$ cat src/wdtu_defines.vh
// Constants of the watchdog timer unit: reset values, field codes, timings.
// Assumes inclusion by its bare name from the watchdog design files.
`ifndef WDTU_DEFINES_VH
`define WDTU_DEFINES_VH

// ****************************************************************
// Widths
// ****************************************************************
`define WDTU_CNT_W          16
`define WDTU_PRE_W          14

// ****************************************************************
// Prescaler ratios and select codes
// ****************************************************************
`define WDTU_DIV_LONG       16384
`define WDTU_DIV_SHORT      256
`define WDTU_SEL_LONG       1'b0
`define WDTU_SEL_SHORT      1'b1
`define WDTU_PRE_LONG_MAX   14'h3fff
`define WDTU_PRE_SHORT_MAX  14'h00ff

// ****************************************************************
// Default interval: 6.5 ms at a 10 MHz reference clock
// ****************************************************************
`define WDTU_DEF_INTERVAL_NS 6500000
`define WDTU_REF_CLK_MHZ     10
`define WDTU_DEF_CYCLES \
  ((`WDTU_DEF_INTERVAL_NS * `WDTU_REF_CLK_MHZ) / 1000)
`define WDTU_DEF_TICKS      (`WDTU_DEF_CYCLES / `WDTU_DIV_SHORT)
`define WDTU_RST_DIV_SEL    `WDTU_SEL_SHORT
`define WDTU_RST_RELOAD     (65536 - `WDTU_DEF_TICKS)

// ****************************************************************
// Prewarning to reset request delay at the 20 MHz system clock
// ****************************************************************
`define WDTU_SYS_CLK_MHZ    20
`define WDTU_PREWARN_NS     1000
`define WDTU_PREWARN_CYCLES \
  ((`WDTU_PREWARN_NS * `WDTU_SYS_CLK_MHZ) / 1000)

// ****************************************************************
// Sequencer states
// ****************************************************************
`define WDTU_ST_RUN         2'h0
`define WDTU_ST_PREWARN     2'h1
`define WDTU_ST_RESET       2'h2

`endif

$ cat src/wdtu_prescaler.v
// Watchdog prescaler: divides the system clock by 16384 or 256.
// Assumes one system clock; run and clear come from the watchdog core.
`timescale 1ns/1ps
`include "wdtu_defines.vh"

module wdtu_prescaler (
  // Clock and reset
  input  wire        mclk_i,
  input  wire        reset_n_i,
  // Control
  input  wire        run_i,
  input  wire        clear_i,
  input  wire        div_sel_i,
  // Tick out
  output wire        tick_o
);

  reg  [`WDTU_PRE_W-1:0] pre_q;
  reg  [`WDTU_PRE_W-1:0] pre_d;
  wire [`WDTU_PRE_W-1:0] pre_max;

  // ****************************************************************
  // Divider
  // ****************************************************************
  assign pre_max = (div_sel_i == `WDTU_SEL_SHORT) ? `WDTU_PRE_SHORT_MAX
                                                  : `WDTU_PRE_LONG_MAX;
  assign tick_o  = run_i & ~clear_i & (pre_q >= pre_max);

  always @* begin
    pre_d = pre_q;
    if (clear_i) begin
      pre_d = {`WDTU_PRE_W{1'b0}};
    end else if (run_i) begin
      if (pre_q >= pre_max) begin
        pre_d = {`WDTU_PRE_W{1'b0}};
      end else begin
        pre_d = pre_q + 14'h0001;
      end
    end
  end

  always @(posedge mclk_i) begin
    if (!reset_n_i) begin
      pre_q <= {`WDTU_PRE_W{1'b0}};
    end else begin
      pre_q <= pre_d;
    end
  end

endmodule

$ cat src/wdtu_top.v
// Watchdog timer unit: 16-bit up counter, prescaler, prewarning and reset.
// Assumes commands arrive as one-cycle pulses on the 20 MHz system clock.
`timescale 1ns/1ps
`include "wdtu_defines.vh"

module wdtu_top #(
  parameter CNT_W          = `WDTU_CNT_W,
  parameter PREWARN_CYCLES = `WDTU_PREWARN_CYCLES
) (
  // Clock and reset
  input  wire             mclk_i,
  input  wire             reset_n_i,
  // Processor commands, one-cycle pulses
  input  wire             wd_service_cmd_i,
  input  wire             wd_disable_cmd_i,
  input  wire             wd_enable_cmd_i,
  // Configuration write
  input  wire             cfg_wr_i,
  input  wire [CNT_W-1:0] wd_reload_value_i,
  input  wire             cfg_div_sel_i,
  // Status
  output wire             wd_enabled_o,
  output wire [CNT_W-1:0] wd_count_o,
  output wire [CNT_W-1:0] wd_reload_o,
  output wire             wd_div_sel_o,
  // Fault outputs
  output wire             prewarn_irq_o,
  output wire             reset_req_o
);

  // ****************************************************************
  // State
  // ****************************************************************
  reg              en_q;
  reg              en_d;
  reg [CNT_W-1:0]  cnt_q;
  reg [CNT_W-1:0]  cnt_d;
  reg [CNT_W-1:0]  reload_q;
  reg              sel_q;
  reg [1:0]        st_q;
  reg [1:0]        st_d;
  reg [15:0]       wait_q;
  reg [15:0]       wait_d;
  reg              prewarn_q;
  reg              rstreq_q;
  wire             tick;
  wire             ovf;
  wire             run;

  // ****************************************************************
  // Local constants
  // ****************************************************************
  // Sequencer states
  localparam [1:0]  ST_RUN     = `WDTU_ST_RUN;
  localparam [1:0]  ST_PREWARN = `WDTU_ST_PREWARN;
  localparam [1:0]  ST_RESET   = `WDTU_ST_RESET;
  // Sized copies, so that no assignment truncates a bare integer
  localparam [31:0] RST_RELOAD = `WDTU_RST_RELOAD;
  localparam [31:0] PW_LAST    = PREWARN_CYCLES - 1;

  // ****************************************************************
  // State decoding
  // ****************************************************************
  // True once the reset request has been raised
  function is_halted;
    input [1:0] s;
    begin
      is_halted = (s == ST_RESET);
    end
  endfunction

  // True while any fault output must be high
  function is_faulted;
    input [1:0] s;
    begin
      is_faulted = (s == ST_PREWARN) || (s == ST_RESET);
    end
  endfunction

  // ****************************************************************
  // Enable control
  // ****************************************************************
  // Enable wins when both commands arrive in one cycle
  always @* begin
    en_d = en_q;
    if (wd_disable_cmd_i) begin
      en_d = 1'b0;
    end
    if (wd_enable_cmd_i) begin
      en_d = 1'b1;
    end
  end

  // Counting stops once the reset request is raised
  assign run = en_q & ~is_halted(st_q);

  // ****************************************************************
  // Prescaler
  // ****************************************************************
  wdtu_prescaler u_pre (
    .mclk_i    (mclk_i),
    .reset_n_i (reset_n_i),
    .run_i     (run),
    .clear_i   (wd_service_cmd_i),
    .div_sel_i (sel_q),
    .tick_o    (tick)
  );

  // ****************************************************************
  // Counter
  // ****************************************************************
  assign ovf = tick & (cnt_q == {CNT_W{1'b1}});

  // Service has priority over the reload on overflow
  always @* begin
    cnt_d = cnt_q;
    if (wd_service_cmd_i) begin
      cnt_d = reload_q;
    end else if (ovf) begin
      cnt_d = reload_q;
    end else if (tick) begin
      cnt_d = cnt_q + {{(CNT_W-1){1'b0}}, 1'b1};
    end
  end

  // ****************************************************************
  // Overflow sequencer
  // ****************************************************************
  always @* begin
    st_d   = st_q;
    wait_d = wait_q;
    case (st_q)
      ST_RUN: begin
        wait_d = 16'h0000;
        if (ovf && !wd_service_cmd_i) begin
          st_d = ST_PREWARN;
        end
      end
      ST_PREWARN: begin
        if (wait_q >= PW_LAST[15:0]) begin
          st_d = ST_RESET;
        end else begin
          wait_d = wait_q + 16'h0001;
        end
      end
      ST_RESET: begin
        st_d = ST_RESET;
      end
      default: begin
        st_d = ST_RUN;
      end
    endcase
  end

  // ****************************************************************
  // Registers
  // ****************************************************************
  always @(posedge mclk_i) begin
    if (!reset_n_i) begin
      en_q   <= 1'b1;
      cnt_q  <= RST_RELOAD[CNT_W-1:0];
      st_q   <= ST_RUN;
      wait_q <= 16'h0000;
    end else begin
      en_q   <= en_d;
      cnt_q  <= cnt_d;
      st_q   <= st_d;
      wait_q <= wait_d;
    end
  end

  // ****************************************************************
  // Configuration registers
  // ****************************************************************
  // A new reload value reaches the counter only at the next reload
  always @(posedge mclk_i) begin
    if (!reset_n_i) begin
      reload_q <= RST_RELOAD[CNT_W-1:0];
      sel_q    <= `WDTU_RST_DIV_SEL;
    end else if (cfg_wr_i) begin
      reload_q <= wd_reload_value_i;
      sel_q    <= cfg_div_sel_i;
    end
  end

  // ****************************************************************
  // Fault outputs
  // ****************************************************************
  // Taken from the next state, so they rise with the state change
  always @(posedge mclk_i) begin
    if (!reset_n_i) begin
      prewarn_q <= 1'b0;
      rstreq_q  <= 1'b0;
    end else begin
      prewarn_q <= is_faulted(st_d);
      rstreq_q  <= is_halted(st_d);
    end
  end

  // ****************************************************************
  // Outputs
  // ****************************************************************
  assign wd_enabled_o  = en_q;
  assign wd_count_o    = cnt_q;
  assign wd_reload_o   = reload_q;
  assign wd_div_sel_o  = sel_q;
  assign prewarn_irq_o = prewarn_q;
  assign reset_req_o   = rstreq_q;

endmodule

$ cat config.mk
export PLATFORM = sky130hd
export DESIGN_NAME = wdtu_top
export DESIGN_NICKNAME = d
export VERILOG_FILES = /design/src/wdtu_prescaler.v /design/src/wdtu_top.v
export VERILOG_INCLUDE_DIRS = /design/src /design/src/src
export SDC_FILE = /design/constraint.sdc
export NUM_CORES = 1
export LEC_CHECK = 0
export ABC_AREA = 1
export BUFFER_PORTS_ARGS = -buffer_cell sky130_fd_sc_hd__buf_2
export CORE_UTILIZATION = 50
export DETAILED_ROUTE_END_ITERATION = 8
export MAX_ROUTING_LAYER = met4
export PLACE_DENSITY = 0.75
export SLEW_MARGIN = 10
export SYNTH_ARGS = -nofsm -noshare
export SYNTH_HDL_FRONTEND = slang
export SYNTH_SLANG_ARGS = --single-unit
$ cat constraint.sdc
create_clock -name mclk_i -period 2.1 [get_ports mclk_i]
set_clock_uncertainty 0.2 [all_clocks]
set_input_delay 0.42 -clock mclk_i [delete_from_list [all_inputs] [get_ports mclk_i]]
set_output_delay 0.42 -clock mclk_i [all_outputs]
set_load 0.1 [all_outputs]
Yosys cells after proc, flatten, opt, wreduce, memory -nomap -nowiden
Cells that the tools add are included.
Widths: inputs -> output; s select.
{"block": "classes", "addsub": 3, "magnitude_cmp": 2, "eq_ne": 6, "n_mux": 10, "bitwise_logic": 7, "reduce_logical": 9}
{"cell": "$mux 16", "n": 4}
{"cell": "$add 16x1->16 const B", "n": 2}
{"cell": "$pmux 16 s2", "n": 1}
{"cell": "$mux 14", "n": 2}
{"cell": "$eq 16x16->1 const B", "n": 1}
{"cell": "$ge 16x5->1 const B", "n": 1}
{"cell": "$add 14x1->14 const B", "n": 1}
{"cell": "$ge 14x14->1", "n": 1}
{"cell": "$pmux 2 s3", "n": 1}
{"cell": "$and 1x1->1", "n": 4}
{"cell": "$eq 2x1->1 const B", "n": 2}
{"cell": "$eq 2x2->1 const B", "n": 2}
{"cell": "$mux 2", "n": 2}
{"cell": "$reduce_or 2->1", "n": 2}
{"cell": "$not 1->1", "n": 3}
{"cell": "$reduce_bool 3->1", "n": 1}
{"cell": "$logic_not 2->1", "n": 1}
{"cell": "$ne 2x2->1 const B", "n": 1}
{"cell": "$reduce_and 2->1", "n": 1}
{"cell": "$reduce_bool 2->1", "n": 1}
{"cell": "$logic_and 1x1->1", "n": 1}
{"cell": "$logic_not 1->1", "n": 1}
{"cell": "$logic_or 1x1->1", "n": 1}
{"block": "totals", "register_bits": 68, "input_bits": 23}

Longest topological paths before layout
{"block": "depth", "word_depth": 11, "mapped_depth": 14, "mapped_depth_nobuf": 13}

Cells and area by module
From an unflattened synthesis, not the netlist that was laid out.
{"block": "hier_totals", "cells_unflattened": 466, "hier_area_um2": 3385.7}
{"mod": "wdtu_top", "instances": 1, "cells_each": 344, "area_per_inst_um2": 2527.4}
{"mod": "wdtu_prescaler", "instances": 1, "cells_each": 122, "area_per_inst_um2": 858.3}

Worst setup path before layout
No wires, ideal clock.
{"block": "synth_timing", "path_type": "reg2reg", "start": "register cnt_q[0] (netlist: wd_count_o[0])", "end": "register prewarn_q (netlist: prewarn_irq_o)", "setup_ps": 66, "arrival_time_ps": 2489, "required_time_ps": 1834, "slack_ps": -656, "stages_incl_launch_ff": 11, "n_path_buf": 0, "synth_period_minus_slack_ps": 2756, "cell_sequence": "dfxtp_1 ha_1 inv_1 nor3_4 nand2_1 nor3_1 nand3_1 o21ai_0 inv_1 ha_1 nor2_1"}
{"block": "synth_between", "elab_chain_cells": 7}
{"item": "start, declared", "line_no": "wdtu_top.v:36", "rtl": "reg [CNT_W-1:0] cnt_q;"}
{"item": "start signal, assigned", "line_no": "wdtu_top.v:161", "rtl": "cnt_q <= RST_RELOAD[CNT_W-1:0];"}
{"item": "start signal, assigned", "line_no": "wdtu_top.v:166", "rtl": "cnt_q <= cnt_d;"}
{"item": "$eq 16x16->1 *", "line_no": "wdtu_top.v:112", "rtl": "assign ovf = tick & (cnt_q == {CNT_W{1'b1}});"}
{"item": "$and 1x1->1 *", "line_no": "wdtu_top.v:112"}
{"item": "$logic_and 1x1->1 *", "line_no": "wdtu_top.v:135", "rtl": "if (ovf && !wd_service_cmd_i) begin"}
{"item": "$mux 2 *", "line_no": "wdtu_top.v:135"}
{"item": "$pmux 2 s3 *", "line_no": "wdtu_top.v:132", "rtl": "case (st_q)"}
{"item": "$eq 2x1->1 or $eq 2x2->1 (tied branches)", "line_no": "wdtu_top.v:76", "rtl": "is_faulted = (s == ST_PREWARN) || (s == ST_RESET);"}
{"item": "$logic_or 1x1->1 *", "line_no": "wdtu_top.v:76"}
{"item": "end signal, assigned", "line_no": "wdtu_top.v:195", "rtl": "prewarn_q <= is_faulted(st_d);"}
{"item": "end, declared", "line_no": "wdtu_top.v:44", "rtl": "reg prewarn_q;"}
Every way passes the cells marked *; elsewhere a longest branch is shown, timed or not.
A chain may end at the register's enable or synchronous reset.

Final worst setup path
{"block": "layout_timing", "start": "register sel_q (netlist: wd_div_sel_o)", "end": "register cnt_q[7] (netlist: wd_count_o[7])"}
{"block": "layout_between", "elab_chain_cells": 6}
{"item": "start, declared", "line_no": "wdtu_top.v:39", "rtl": "reg sel_q;"}
{"item": "start signal, assigned", "line_no": "wdtu_top.v:179", "rtl": "sel_q <= `WDTU_RST_DIV_SEL;"}
{"item": "start signal, assigned", "line_no": "wdtu_top.v:182", "rtl": "sel_q <= cfg_div_sel_i;"}
{"item": "$mux 14 (no line) *"}
{"item": "$ge 14x14->1 *", "line_no": "wdtu_prescaler.v:27", "rtl": "assign tick_o = run_i & ~clear_i & (pre_q >= pre_max);"}
{"item": "$and 1x1->1 *", "line_no": "wdtu_prescaler.v:27"}
{"item": "$and 1x1->1", "line_no": "wdtu_top.v:112"}
{"item": "$mux 16", "line_no": "wdtu_top.v:119", "rtl": "end else if (ovf) begin"}
{"item": "$mux 16", "line_no": "wdtu_top.v:117", "rtl": "if (wd_service_cmd_i) begin"}
Marked as above.

==> metrics.md <==
| Metric | Value |
|---|---|
| Hold WC Path Type | in -> reg |
| Synth cell types | 30 |
| Std cell rows | 29 |
| Critical path type | reg -> reg |
| Final HPWL DP | 6030 um |
| Yosys reg bits | a little under 70 |
| Post-synthesis area per instance | between 7 and 8 um2 |
| Clock sink count | 68 |
| Fin area | 0.00435 mm2 |
| Synth area leader | dfxtp_1 |
| Synth Net Count | 511 |
| Vias | roughly 3400 |
| Total power | 3.02 mW |
| PD cells | 693 mW/mm2 |
| Leak | 2.07 nW |
| Asr flop ratio synth | 0 |
| Die Y-Extent | 84.2 um |
| 1st-iter DRT viols | 214 |
| CTS Hold Bufs | 0 |
| Placed cells | 619 |
| Routed Antenna Nets | 0 |
| Startpoint types | flop |
| Final setup viols | 0 |
| Failing checks | design-rule violations |
| Clock buffer depth | 2 |
| Total gr overflow | 0 |
| Drt pass-1 iters | 7 |
| Hold depth | 2 |
| Remaining DRCs | 16 |
| Max VDD drop | 0.453 mV |
| Final Hold Fails | 0 |
| Post-synth top flop | dfxtp_1 |
| Core Footprint | ~0.0064 mm2 |
| Area share of the largest cell type after synthesis | 0.403 |
| Die X | 84.2 um |
| Clock transition at path regs | 0.07 ns |
| Crit path capture type | flop |
| Gpl congestion | 0.850 |
| Cells after Synth | 478 |
| Worst-Margin Slew | roughly 0.5 ns |
| Via-to-Cell Ratio | 5.29 |
| PortBufs | 58 |
| Required time of the worst setup path | 2.18 ns |
| Skew-Pair Late Insertion Delay | 0.36 ns |
| Largest net degree at the start of global routing | 28 |
| Post-synth EDFFs | 0 |
| CP cell instances | ha_4 -> nand2_4 -> nor2_4 -> nand2_2 -> nor2_4 -> buf_4 -> o21ai_4 -> nand2_4 -> inv_2 -> nor2_1 -> nand2_1 -> o21ai_1 |
| Worst Reg-to-Reg Cells | 12 |
| Worst endpoint data arrival time | 2.17 ns |
| # Max-Cap Violations | 0 |
| Status | complete, but fails checks |
| Rel. slew slack | 0.674 |
| IO Pins | 59 |
| Crit path time final | 2.09 ns |
| Utilization after layout | 0.678 |
| Hold Path Origin | wd_disable_cmd_i |
| Initial core utilization | 0.527 |
| Tcrit/Tclk final | 0.993 |
| Hold WS | 0.0309 ns |
| Post-Layout Cell Count | 638 |
| # fillers | 557 |
| Netlist Area Pre-Place | 0.00338 mm2 |
| Share of post-route cells with drive strength above 1 | 0.295 |
| RSZ-0062 raised after global routing | yes |
| GR Util All Layers | 0.248 |
| Worst-path fanout max | 8 |
| Largest cells by area after synthesis | dfxtp_1, nand2_1, inv_1 |
| Avg WL per Cell | 13.3 um |
| Routed WL | roughly 8500 um |
| Slew Limit Fails | 0 |
| Final nets | between 500 and 600 |
| Max Clk Rate | roughly 0.48 GHz |
| Placed cell area | slightly below 0.004 mm2 |
| CTS buffer count | 9 |
| Post-synthesis sequential area ratio | 0.403 |
| Hold-critical path endpoint | wd_enabled_o |
| Vias in the first global route | 3016 |
| Slowest-stage cell, CP | dfxtp_4 |
| Worst reg2reg startpoint | wd_div_sel_o |
| Worst R2R End | wd_count_o[7] |
| Reg2reg setup slack | roughly 0.014 ns |
| Die area | 0.00710 mm2 |
| Root Buffer | clkbuf_8 |
| CP peak stage delay | 0.41 ns |
| Initial antenna violation count | 0 |
| Ys Warns | 0 |
| First-pass GRT wire length | 13500 um |
| CTS tree | built |
| Layout overhead on the synthesized area | 28.7% |
| H-tree depth | 3 |
[per-layer routing]
| layer | share of wire | global-route usage | vias up |
|---|---|---|---|
| met2 | 0.45 | 0.390 | 128 |
| met1 | 0.46 | 0.310 | 1540 |
| met4 | 0.013 | 0.0878 | 0 |
| li1 | - | - | 1697 |
| met5 | 0 | - | - |
| met3 | 0.074 | 0.0590 | 12 |
[report_power, final]
group	total [mW]	internal (mW)	switching, mW	leakage, nW
Combinational	0.651	0.141	0.509	1.42
Sequential	1.39	1.34	0.0555	0.558
Clock	0.975	0.482	0.493	0.0915
[synthesized netlist by cell type (4+ instances only)]
master,n
a21oi_1,28
buf_1,5
buf_2,5
clkbuf_1,5
dfxtp_1,68
ha_1,10
inv_1,68
nand2_1,94
nand2_2,4
nand3_1,46
nand4_1,6
nor2_1,46
nor3_1,13
nor3b_1,8
o21ai_0,25
o21ai_1,4
xor2_1,19
[area by class of cell]
cell class / instances / area, um2 / area share
Multi-Input combinational cell: 322 / 1910 / 0.438
Sequential cell: 68 / 1410 / 0.323
Timing Repair Buffer: 84 / 502 / 0.115
Inverter: 71 / 267 / 0.0612
Clock buffer: 11 / 151 / 0.0348
Tap cell: 77 / 96.3 / 0.0221
Clock inverter: 4 / 23.8 / 0.00546
Antenna cell: 1 / 2.50 / 0.000575
[flip-flops by register name, summed over array words and instances, names as in the netlist]
name and flops:
prewarn_irq_o 1, reset_req_o 1, st_q 2, u_pre.pre_q 14, wait_q 16, wd_count_o 16, wd_div_sel_o 1, wd_enabled_o 1
wd_reload_o 16
[worst max-delay path, delay by kind of cell, from the launching register on]
| family | cells | cell delay (ns) |
|---|---|---|
| and+or+nand+nor | 7 | 0.71 |
| adders and majority gates | 1 | 0.29 |
| DFF | 1 | 0.41 |
| buffers and inverters | 2 | 0.19 |
| AOI/OAI and AO/OA | 2 | 0.21 |
[worst max-delay path by stage]
stage | from | end | cells after the start
after global routing | wd_div_sel_o | prewarn_irq_o | 12
after floorplan | wd_div_sel_o | prewarn_irq_o | 12
after detailed placement | wd_div_sel_o | prewarn_irq_o | 12
after CTS | wd_div_sel_o | wd_count_o[3] | 12
after global placement | wd_div_sel_o | prewarn_irq_o | 12
final | wd_div_sel_o | wd_count_o[7] | 12
[cells in the final DEF, fill, tap and decap left out, types with 2 or more instances in the layout]
master	n
nand4_1	6
nor2_1	40
buf_6	3
nor3_1	12
nand3b_1	2
inv_1	66
nor2_4	4
nor2_2	5
nor3b_1	8
inv_2	5
a21oi_2	3
nand2_4	4
dfxtp_2	9
buf_2	59
nand2_2	7
clkbuf_8	11
buf_4	21
nand3_1	40
nand3_2	5
clkinv_2	2
o21ai_1	4
xor2_1	19
ha_1	3
dfxtp_4	9
ha_4	7
nand2_1	87
o21bai_1	3
o21ai_0	23
a21oi_1	26
dfxtp_1	50
nor4_1	2
[kinds of logic after synthesis]
logic type	count (synthesis)	synth area share
simple gates	228	0.305
buf+inv	88	0.104
flops	68	0.403
compound gates	65	0.102
xor+xnor	19	0.0492
fa+ha+maj	10	0.0370
[stage by stage]
stage                     setup TNS, ns  setup slack, ns
after floorplan                  -0.246          -0.0458
after global placement          -0.0122          -0.0122
after detailed placement        -0.0540          -0.0426
after CTS                        -0.104          -0.0353
after global routing             -0.948           -0.114
final                                 0           0.0139
[repair_timing]
item | CTS | global route
pin swaps | 9 | 11
setup endpoints to repair | 4 | 23
gates cloned | 0 | 1
gates resized for setup | 3 | 43
setup buffers | 1 | 1
Note: power is estimated with default switching activity, not from simulation.
